File: src/hw/cpi_pkg.sv
// Shared constants and types of the processor pin interface.
// How it works
// - fetch indicator high during every fetch cycle
// - boot-space output follows configuration bit three
// - memory read/write low on writes, high reads
// - upper byte select high when high lanes used
// - lower byte select high when low lanes used
// - I/O cycle output low during bus operation
// - I/O read/write low on writes, high reads
// - every cycle starts on cycle clock rise
// - cycle clock is input clock halved
// - wait input holds cycle clock low
// - timing clock keeps toggling through waits
// - acknowledge output high during acknowledge cycle
// - reset pin high four clocks resets
// - interrupts one, two sampled at cycle start
// - interrupts three-five also timer edge counts
// - non-maskable input edge sensitive, any cycle
// - inhibit input blocks all maskable requests
// - three-bit I/O address selects peripheral
// - nineteen-bit word address for memory
// - sixteen-bit two-way I/O data bus
// - sixteen-bit two-way memory data bus
// - memory access cycle followed by fetch
package cpi_pkg;

    // Bus widths.
    localparam int MEM_ADDR_W = 19;
    localparam int IO_ADDR_W = 3;
    localparam int DATA_W = 16;
    localparam int LEVEL_IRQS = 2;
    localparam int TIMER_IRQS = 3;
    localparam int IRQS = LEVEL_IRQS + TIMER_IRQS;

    // Input clock periods the reset pin must stay high.
    localparam int RESET_HOLD_CLKS = 4;
    localparam logic [2:0] RESET_HOLD_CNT = 3'h4;

    // Pin levels during reset.
    localparam logic RST_FETCH = 1'b1;
    localparam logic RST_BOOT = 1'b1;
    localparam logic RST_MEM_RW_N = 1'b1;
    localparam logic RST_UPPER_SEL = 1'b1;
    localparam logic RST_LOWER_SEL = 1'b1;
    localparam logic RST_IO_CYCLE_N = 1'b1;
    localparam logic RST_IO_RW_N = 1'b1;
    localparam logic RST_IRQ_ACK = 1'b0;

    // Byte lane positions in the byte enable.
    localparam int LANE_LOW = 0;
    localparam int LANE_HIGH = 1;

    // Kind of processor cycle the core asks for.
    typedef enum logic [2:0]
    {
        CPI_IDLE,
        CPI_FETCH,
        CPI_MEM_RD,
        CPI_MEM_WR,
        CPI_IO_RD,
        CPI_IO_WR,
        CPI_IRQ_ACK
    } cpi_kind_t;

endpackage : cpi_pkg

File: src/hw/cpi_pins.sv
// Pin interface: cycle clocks, memory and I/O bus strobes, interrupts.
`timescale 1ns/1ns
`default_nettype none
module cpi_pins (
    // Clock and reset; CLK is the double-rate input clock.
    input wire logic CLK,
    input wire logic RSTN,
    // Board control pins.
    input wire logic RESET_IN,
    input wire logic WAIT_IN,
    // Interrupt pins.
    input wire logic [cpi_pkg::LEVEL_IRQS-1:0] EXT_IRQ_LEVEL_INPUTS,
    input wire logic [cpi_pkg::TIMER_IRQS-1:0] EXT_IRQ_TIMER_INPUTS,
    input wire logic NMI_IN,
    input wire logic IRQ_INHIBIT_IN,
    // Clock outputs.
    output logic CYCLE_CLOCK_OUT,
    output logic FREE_TIMING_CLOCK_OUT,
    // Memory bus pins.
    output logic FETCH_OUT,
    output logic BOOT_SPACE_OUT,
    output logic MEM_READ_WRITE_N,
    output logic UPPER_BYTE_SELECT,
    output logic LOWER_BYTE_SELECT,
    output logic [cpi_pkg::MEM_ADDR_W-1:0] MEM_WORD_ADDR_BUS,
    input wire logic [cpi_pkg::DATA_W-1:0] MEM_DATA_BUS_I,
    output logic [cpi_pkg::DATA_W-1:0] MEM_DATA_BUS_O,
    output logic MEM_DATA_BUS_OE,
    // Peripheral I/O bus pins.
    output logic IO_CYCLE_N,
    output logic IO_READ_WRITE_N,
    output logic [cpi_pkg::IO_ADDR_W-1:0] IO_ADDR_BUS,
    input wire logic [cpi_pkg::DATA_W-1:0] IO_DATA_BUS_I,
    output logic [cpi_pkg::DATA_W-1:0] IO_DATA_BUS_O,
    output logic IO_DATA_BUS_OE,
    output logic IRQ_ACKNOWLEDGE_OUT,
    // Core request side.
    input wire cpi_pkg::cpi_kind_t REQ_KIND,
    input wire logic [cpi_pkg::MEM_ADDR_W-1:0] REQ_MEM_ADDR,
    input wire logic [1:0] REQ_BYTE_EN,
    input wire logic [cpi_pkg::IO_ADDR_W-1:0] REQ_IO_ADDR,
    input wire logic [cpi_pkg::DATA_W-1:0] REQ_WDATA,
    input wire logic [cpi_pkg::MEM_ADDR_W-1:0] REQ_FETCH_ADDR,
    input wire logic BOOT_SELECT,
    output logic REQ_TAKEN,
    // Core answer side.
    output logic RSP_VALID,
    output logic [cpi_pkg::DATA_W-1:0] RSP_DATA,
    // Core interrupt side.
    output logic [cpi_pkg::IRQS-1:0] IRQ_LEVELS,
    output logic IRQ_PENDING,
    output logic [cpi_pkg::TIMER_IRQS-1:0] TIMER_TICK,
    output logic NMI_PENDING,
    input wire logic NMI_CLEAR,
    output logic CORE_RESET_OUT
);
    import cpi_pkg::*;

    logic reset_s;
    logic wait_s;
    logic nmi_s;
    logic inh_s;
    logic [LEVEL_IRQS-1:0] lvl_s;
    logic [TIMER_IRQS-1:0] tmr_s;
    logic [DATA_W-1:0] md_s;
    logic [DATA_W-1:0] gd_s;
    logic [2:0] rst_cnt_q;
    logic pin_rst_q;
    logic rst;
    logic cyc_edge;
    logic data_cycle_q;
    logic nmi_prev_q;
    logic [TIMER_IRQS-1:0] tmr_prev_q;
    cpi_kind_t kind_d;
    cpi_kind_t kind_q;
    logic rsp_due_q;
    logic rsp_io_q;

    // Returns true for kinds whose data the core wants back.
    function automatic logic is_read(input cpi_kind_t k);
        is_read = (k == CPI_FETCH) || (k == CPI_MEM_RD) || (k == CPI_IO_RD);
    endfunction : is_read

    // Returns true for kinds that use the memory bus for data.
    function automatic logic is_mem_data(input cpi_kind_t k);
        is_mem_data = (k == CPI_MEM_RD) || (k == CPI_MEM_WR);
    endfunction : is_mem_data

    // Every pin input but RSTN is synchronised before any logic reads it.
    cpi_sync #(.W(4)) u_sync_ctl (
        .clk(CLK),
        .rst_n(RSTN),
        .d({RESET_IN, WAIT_IN, NMI_IN, IRQ_INHIBIT_IN}),
        .q({reset_s, wait_s, nmi_s, inh_s})
    );
    cpi_sync #(.W(IRQS)) u_sync_irq (
        .clk(CLK),
        .rst_n(RSTN),
        .d({EXT_IRQ_TIMER_INPUTS, EXT_IRQ_LEVEL_INPUTS}),
        .q({tmr_s, lvl_s})
    );
    cpi_sync #(.W(2 * DATA_W)) u_sync_data (
        .clk(CLK),
        .rst_n(RSTN),
        .d({MEM_DATA_BUS_I, IO_DATA_BUS_I}),
        .q({md_s, gd_s})
    );

    // The reset pin must be seen high on four straight clocks; a shorter
    // glitch is ignored. Reset then lasts as long as the pin stays high.
    always_ff @(posedge CLK)
    begin
        if (!RSTN)
        begin
            rst_cnt_q <= 3'h0;
            pin_rst_q <= 1'b0;
        end
        else if (!reset_s)
        begin
            rst_cnt_q <= 3'h0;
            pin_rst_q <= 1'b0;
        end
        else if (rst_cnt_q + 3'h1 >= RESET_HOLD_CNT)
        begin
            rst_cnt_q <= RESET_HOLD_CNT;
            pin_rst_q <= 1'b1;
        end
        else
        begin
            rst_cnt_q <= rst_cnt_q + 3'h1;
        end
    end

    assign rst = !RSTN || pin_rst_q;

    // Core reset output mirrors the combined reset.
    always_ff @(posedge CLK)
    begin
        if (!RSTN)
            CORE_RESET_OUT <= 1'b1;
        else
            CORE_RESET_OUT <= pin_rst_q;
    end

    cpi_clkgen u_clkgen (
        .clk(CLK),
        .rst(rst),
        .hold(wait_s),
        .edge_go(cyc_edge),
        .pclk_q(CYCLE_CLOCK_OUT),
        .free_timing_clock_out_q(FREE_TIMING_CLOCK_OUT)
    );

    // After a data access the next cycle is always the fetch, whatever
    // the core asks; the core keeps its request until it is taken.
    always_comb
    begin
        if (data_cycle_q)
            kind_d = CPI_FETCH;
        else
            kind_d = REQ_KIND;
    end

    // Cycle bookkeeping, advanced only where a cycle opens.
    always_ff @(posedge CLK)
    begin
        if (rst)
        begin
            kind_q <= CPI_IDLE;
            data_cycle_q <= 1'b0;
            REQ_TAKEN <= 1'b0;
        end
        else
        begin
            REQ_TAKEN <= cyc_edge && !data_cycle_q;
            if (cyc_edge)
            begin
                kind_q <= kind_d;
                data_cycle_q <= is_mem_data(kind_d);
            end
        end
    end

    // Memory strobes and address change together with the cycle clock.
    always_ff @(posedge CLK)
    begin
        if (rst)
        begin
            FETCH_OUT <= RST_FETCH;
            MEM_READ_WRITE_N <= RST_MEM_RW_N;
            UPPER_BYTE_SELECT <= RST_UPPER_SEL;
            LOWER_BYTE_SELECT <= RST_LOWER_SEL;
            MEM_WORD_ADDR_BUS <= '0;
            MEM_DATA_BUS_O <= '0;
            MEM_DATA_BUS_OE <= 1'b0;
        end
        else if (cyc_edge)
        begin
            FETCH_OUT <= kind_d == CPI_FETCH;
            MEM_READ_WRITE_N <= kind_d != CPI_MEM_WR;
            UPPER_BYTE_SELECT <= (kind_d == CPI_FETCH)
                || (is_mem_data(kind_d) && REQ_BYTE_EN[LANE_HIGH]);
            LOWER_BYTE_SELECT <= (kind_d == CPI_FETCH)
                || (is_mem_data(kind_d) && REQ_BYTE_EN[LANE_LOW]);
            if (kind_d == CPI_FETCH)
                MEM_WORD_ADDR_BUS <= REQ_FETCH_ADDR;
            else if (is_mem_data(kind_d))
                MEM_WORD_ADDR_BUS <= REQ_MEM_ADDR;
            MEM_DATA_BUS_O <= REQ_WDATA;
            MEM_DATA_BUS_OE <= kind_d == CPI_MEM_WR;
        end
    end

    // Boot space follows the configuration bit, only at cycle boundaries.
    always_ff @(posedge CLK)
    begin
        if (rst)
            BOOT_SPACE_OUT <= RST_BOOT;
        else if (cyc_edge)
            BOOT_SPACE_OUT <= BOOT_SELECT;
    end

    // Peripheral bus strobes, address and write data.
    always_ff @(posedge CLK)
    begin
        if (rst)
        begin
            IO_CYCLE_N <= RST_IO_CYCLE_N;
            IO_READ_WRITE_N <= RST_IO_RW_N;
            IO_ADDR_BUS <= '0;
            IO_DATA_BUS_O <= '0;
            IO_DATA_BUS_OE <= 1'b0;
            IRQ_ACKNOWLEDGE_OUT <= RST_IRQ_ACK;
        end
        else if (cyc_edge)
        begin
            IO_CYCLE_N <= !((kind_d == CPI_IO_RD)
                || (kind_d == CPI_IO_WR));
            IO_READ_WRITE_N <= kind_d != CPI_IO_WR;
            if ((kind_d == CPI_IO_RD) || (kind_d == CPI_IO_WR))
                IO_ADDR_BUS <= REQ_IO_ADDR;
            IO_DATA_BUS_O <= REQ_WDATA;
            IO_DATA_BUS_OE <= kind_d == CPI_IO_WR;
            IRQ_ACKNOWLEDGE_OUT <= kind_d == CPI_IRQ_ACK;
        end
    end

    // Read data of the closing cycle is handed over one clock after the
    // boundary. The synchroniser output then holds the bus as it stood one
    // clock before the boundary; taking it at the boundary itself would
    // return the bus of the cycle before, as the pins only change there.
    always_ff @(posedge CLK)
    begin
        if (rst)
        begin
            rsp_due_q <= 1'b0;
            rsp_io_q <= 1'b0;
            RSP_VALID <= 1'b0;
            RSP_DATA <= '0;
        end
        else
        begin
            rsp_due_q <= cyc_edge && is_read(kind_q);
            rsp_io_q <= kind_q == CPI_IO_RD;
            RSP_VALID <= rsp_due_q;
            if (rsp_due_q)
            begin
                if (rsp_io_q)
                    RSP_DATA <= gd_s;
                else
                    RSP_DATA <= md_s;
            end
        end
    end

    // Level requests are sampled where the cycle clock rises.
    always_ff @(posedge CLK)
    begin
        if (rst)
            IRQ_LEVELS <= '0;
        else if (cyc_edge)
            IRQ_LEVELS <= {tmr_s, lvl_s};
    end

    // Inhibit masks every maskable source, timer inputs included.
    always_ff @(posedge CLK)
    begin
        if (rst)
            IRQ_PENDING <= 1'b0;
        else
            IRQ_PENDING <= (|IRQ_LEVELS) && !inh_s;
    end

    // Timer count pulses on each rising edge, independent of waits.
    always_ff @(posedge CLK)
    begin
        if (rst)
        begin
            tmr_prev_q <= '0;
            TIMER_TICK <= '0;
        end
        else
        begin
            tmr_prev_q <= tmr_s;
            TIMER_TICK <= tmr_s & ~tmr_prev_q;
        end
    end

    // Non-maskable edge latch; a new edge wins over a clear.
    always_ff @(posedge CLK)
    begin
        if (rst)
        begin
            nmi_prev_q <= 1'b0;
            NMI_PENDING <= 1'b0;
        end
        else
        begin
            nmi_prev_q <= nmi_s;
            if (nmi_s && !nmi_prev_q)
                NMI_PENDING <= 1'b1;
            else if (NMI_CLEAR)
                NMI_PENDING <= 1'b0;
        end
    end
endmodule : cpi_pins
`default_nettype wire

File: src/hw/cpi_sync.sv
// Two-flop synchroniser for pin inputs.
`timescale 1ns/1ns
`default_nettype none
module cpi_sync #(
    parameter int W = 1
) (
    input wire logic clk,
    input wire logic rst_n,
    input wire logic [W-1:0] d,
    output logic [W-1:0] q
);

    logic [W-1:0] meta_q;

    // The first stage feeds only the second stage.
    always_ff @(posedge clk)
    begin
        if (!rst_n)
        begin
            meta_q <= '0;
            q <= '0;
        end
        else
        begin
            meta_q <= d;
            q <= meta_q;
        end
    end

endmodule : cpi_sync
`default_nettype wire

File: src/hw/cpi_clkgen.sv
// Cycle clock and free timing clock generator, input clock halved.
`timescale 1ns/1ns
`default_nettype none
module cpi_clkgen (
    input wire logic clk,
    input wire logic rst,
    input wire logic hold,
    output logic edge_go,
    output logic pclk_q,
    output logic free_timing_clock_out_q
);

    // A new cycle opens where the timing clock would rise, unless held.
    assign edge_go = !free_timing_clock_out_q && !hold && !rst;

    // Timing clock never stops, so timers keep counting in waits.
    always_ff @(posedge clk)
    begin
        if (rst)
            free_timing_clock_out_q <= 1'b0;
        else
            free_timing_clock_out_q <= !free_timing_clock_out_q;
    end

    // Cycle clock rises in phase with the timing clock or stays low.
    always_ff @(posedge clk)
    begin
        if (rst)
            pclk_q <= 1'b0;
        else
            pclk_q <= edge_go;
    end

endmodule : cpi_clkgen
`default_nettype wire

File: config.mk
export PLATFORM = sky130hd
export DESIGN_NAME = cpi_pins
export DESIGN_NICKNAME = d
export VERILOG_FILES = /design/src/hw/cpi_pkg.sv /design/src/hw/cpi_pins.sv /design/src/hw/cpi_sync.sv /design/src/hw/cpi_clkgen.sv
export SDC_FILE = /design/constraint.sdc
export NUM_CORES = 1
export LEC_CHECK = 0
export ABC_AREA = 1
export BUFFER_PORTS_ARGS = -buffer_cell sky130_fd_sc_hd__buf_2
export CAP_MARGIN = 25
export CORE_MARGIN = 2
export CORE_UTILIZATION = 40
export DETAILED_ROUTE_END_ITERATION = 10
export PLACE_DENSITY = 0.75
export SKIP_CTS_REPAIR_TIMING = 1
export SLEW_MARGIN = 0
export SYNTH_ARGS = -nofsm -noshare
export SYNTH_HDL_FRONTEND = slang
export SYNTH_HIERARCHICAL = 1
export SYNTH_SLANG_ARGS = --single-unit
File: constraint.sdc
create_clock -name CLK -period 4.2 [get_ports CLK]
set_clock_uncertainty 0.2 [all_clocks]
set_input_delay 0.21 -clock CLK [delete_from_list [all_inputs] [get_ports CLK]]
set_output_delay 0.21 -clock CLK [all_outputs]
set_load 0.01 [all_outputs]
==> key figures <==
Synth
  • Syn_area_per_cell: 7.91 um^2
  • YS warnings: 6
  • Register area share after synthesis: 0.562
  • Commonest register cell after synthesis: dfxtp_1
  • Largest area contributor in the synthesized netlist: dfxtp_1
  • Syn_nets: 896
  • Netlist area before placement: 0.00623 mm^2
  • Largest cells by area after synthesis: dfxtp_1 56%, nand2_1 13%, inv_1 7.3%, a21oi_1 5.1%, nor2_1 3.9%
  • Post-synthesis cell count: 788
  • Cell variety after synth: 26
  • Share of synthesized registers carrying an async set or reset: 0
  • Flip-flop and latch count after synthesis: 175
  • Share of Yosys cell area claimed by the top area cell type: 0.562
  • Number of enable flip-flop cells after synthesis: 0

Global routing
  • Number of antenna violations at the first check in global routing: 0
  • Overall global routing resource usage: 0.166
  • Largest net degree at the start of global routing: 85
  • First-pass GRT wire length: 21700 um
  • Vias in the first global route: 4530
  • Aggregate global routing overflow: 0

STA
  • Number of setup violations in the final report: 0
  • Final Max Slew Viols: 0
  • Fin. Hold Viols: 0
  • Setup repair after global routing missed its margin: no
  • Rel. slew slack: 0.372
  • Minimum period implied by the final worst setup slack: 2690 ps
  • Final period utilization: 0.640
  • Upper clock frequency limit: 372 MHz
  • Slew at the pin with the worst max-slew slack: 942 ps
  • Setup TNS: 0 ps
  • Post-route worst hold slack: 2.18 ps

Drt
  • Vias: 5706
  • Total Wirelength: 16300 um
  • Average wire length per cell after detail routing: 13.0 um
  • DRC viols: 0
  • Number of routed nets with antenna violations: 0
  • Starting DRC count in detailed routing: 315
  • First-pass iteration count of the detailed router: 4
  • Vias/cell: 4.54

Clock tree
  • Maximum root-to-sink buffer count: 2
  • Clock H-tree levels: 4
  • Post-CTS clock slew at the launch and capture registers of the worst setup and hold paths: 70 ps
  • Root cell of the clock tree: clkbuf_16
  • TritonCTS sink count: 175
  • TritonCTS Buffers: 17
  • Worst-Skew Late Latency: 420 ps
  • Clock tree from TritonCTS: done

Die
  • Full die area: 0.0166 mm^2
  • Row count: 45
  • Overall die width: 129 um
  • Effective utilization at floorplan: 0.410
  • Die height: 129 um
  • Number of placed I/O pins: 202
  • Core Region: 0.0152 mm^2

Layout
  • Final nets: 1165
  • Final std cell area, no fill: 0.00875 mm^2
  • Number of filler cells placed in the layout: 1260
  • Layout Area Growth over Synthesis: 40.4%
  • Fraction of layout cells with a size suffix above 1: 0.235
  • Diodes inserted: 0
  • Commonest non-fill, non-tap cell in the layout: nand2_1
  • Commonest non-fill, non-tap cells in the layout: 212 x nand2_1, 201 x buf_2, 175 x dfxtp_1, 122 x inv_1, 101 x dlygate4sd3_1

Status
  • Result of the run: finished clean

Run
  • MaxCap Viol Count: 0

Power and ir drop
  • Pwr/cell area: 438 mW/mm^2
  • Total Power Consumption: 3840 uW
  • Leakage power: 0.00475 uW
  • Worst supply voltage drop on vdd: 0.281 mV

Worst setup path
  • Arr. time, crit path: 2840 ps
  • Setup crit start kind: flip-flop
  • FF-to-FF path depth: 11
  • Critical path endpoint category: flip-flop
  • Kind of critical path: reg -> reg
  • Critical path peak fanout: 33
  • Data required time of the worst path: 4350 ps

Placed design
  • Final weighted congestion in routability-driven placement: 0.751
  • Port buffer count: 201
  • Placed instance area: 0.00712 mm^2
  • Total half-perimeter wirelength after legalization and detailed placement: 9330 um

Worst hold path
  • Min-Delay Path Class: in -> reg
  • Hold depth: 5
-- path summary, 6_finish.rpt --
check,from,end,slack [ps]
hold reg to reg,tmr_prev_q[2]$_SDFF_PP0_,TIMER_TICK[2]$_SDFF_PP0_,190
setup reg to reg,pin_rst_q$_SDFFE_PP0P_,IRQ_ACKNOWLEDGE_OUT$_SDFFE_PP0P_,1510
hold / removal,REQ_FETCH_ADDR[5],MEM_WORD_ADDR_BUS[5]$_SDFFE_PP0P_,2
setup / recovery,pin_rst_q$_SDFFE_PP0P_,IRQ_ACKNOWLEDGE_OUT$_SDFFE_PP0P_,1510
-- per-stage QoR --
| stage | cells | worst slack, ps | utilization |
|---|---|---|---|
| floorplan | 788 | 2170 | - |
| global placement | 1125 | 1660 | 0.469 |
| detailed placement | 1125 | 1660 | 0.469 |
| CTS | 1157 | 1660 | 0.509 |
| global route | 1258 | 1260 | 0.576 |
| finish | 1258 | 1510 | 0.576 |
-- critical path: stages, from the launching register on --
cell and delay [ps]:
dfxtp_1 330, nor2_4 110, inv_1 60, inv_1 60, nand2_2 70, nor2_2 70, buf_4 330, inv_2 310
nor2_1 270, nand3_1 120, dlygate4sd3_1 570, a21oi_1 110
-- power breakdown --
group,internal (uW),total (uW),leakage [uW],switching (uW)
Combinational,200,418,0.00301,218
Clock,966,1640,0.000301,675
Sequential,1740,1780,0.00144,36.7
-- registers in the layout, indices dropped and copies added, names as in the netlist, 5 cells and up --
signal              cells
IO_DATA_BUS_O          16
u_sync_irq/meta_q       5
u_sync_data/q          32
u_sync_data/meta_q     32
RSP_DATA               16
u_sync_irq/q            5
IRQ_LEVELS              5
MEM_WORD_ADDR_BUS      19
-- metal layers --
layer	GRT usage	wire length, um
met1	0.204	6960
met2	0.279	7870
met3	0.0470	1140
met4	0.0627	335
met5	0	0
-- cell usage after synthesis (all sizes together), types with 7 or more instances --
cell / count
a21oi: 65
buf: 44
clkbuf: 12
dfxtp: 175
inv: 125
nand2: 217
nand3: 46
nor2: 65
nor3: 7
o21ai: 26
-- logic make-up after synthesis --
logic type               Yosys count  synth area share
adder cells (fa/ha/maj)            1           0.00201
flip-flops                       175             0.562
buffers and inverters            182             0.139
AND/OR/NAND/NOR                  336             0.219
XOR/XNOR                           1           0.00141
AO/OA/AOI/OAI                     93            0.0765
-- final cells by class --
type,instances,area [um^2],area share
Sequential cell,175,3500,0.400
Clock inverter,13,175,0.0200
Timing Repair Buffer,306,2050,0.234
Tap cell,188,235,0.0269
Inverter,126,473,0.0540
Multi-Input combinational cell,431,1880,0.214
Clock buffer,19,443,0.0506
No activity file was read; power rests on OpenSTA's default activity.
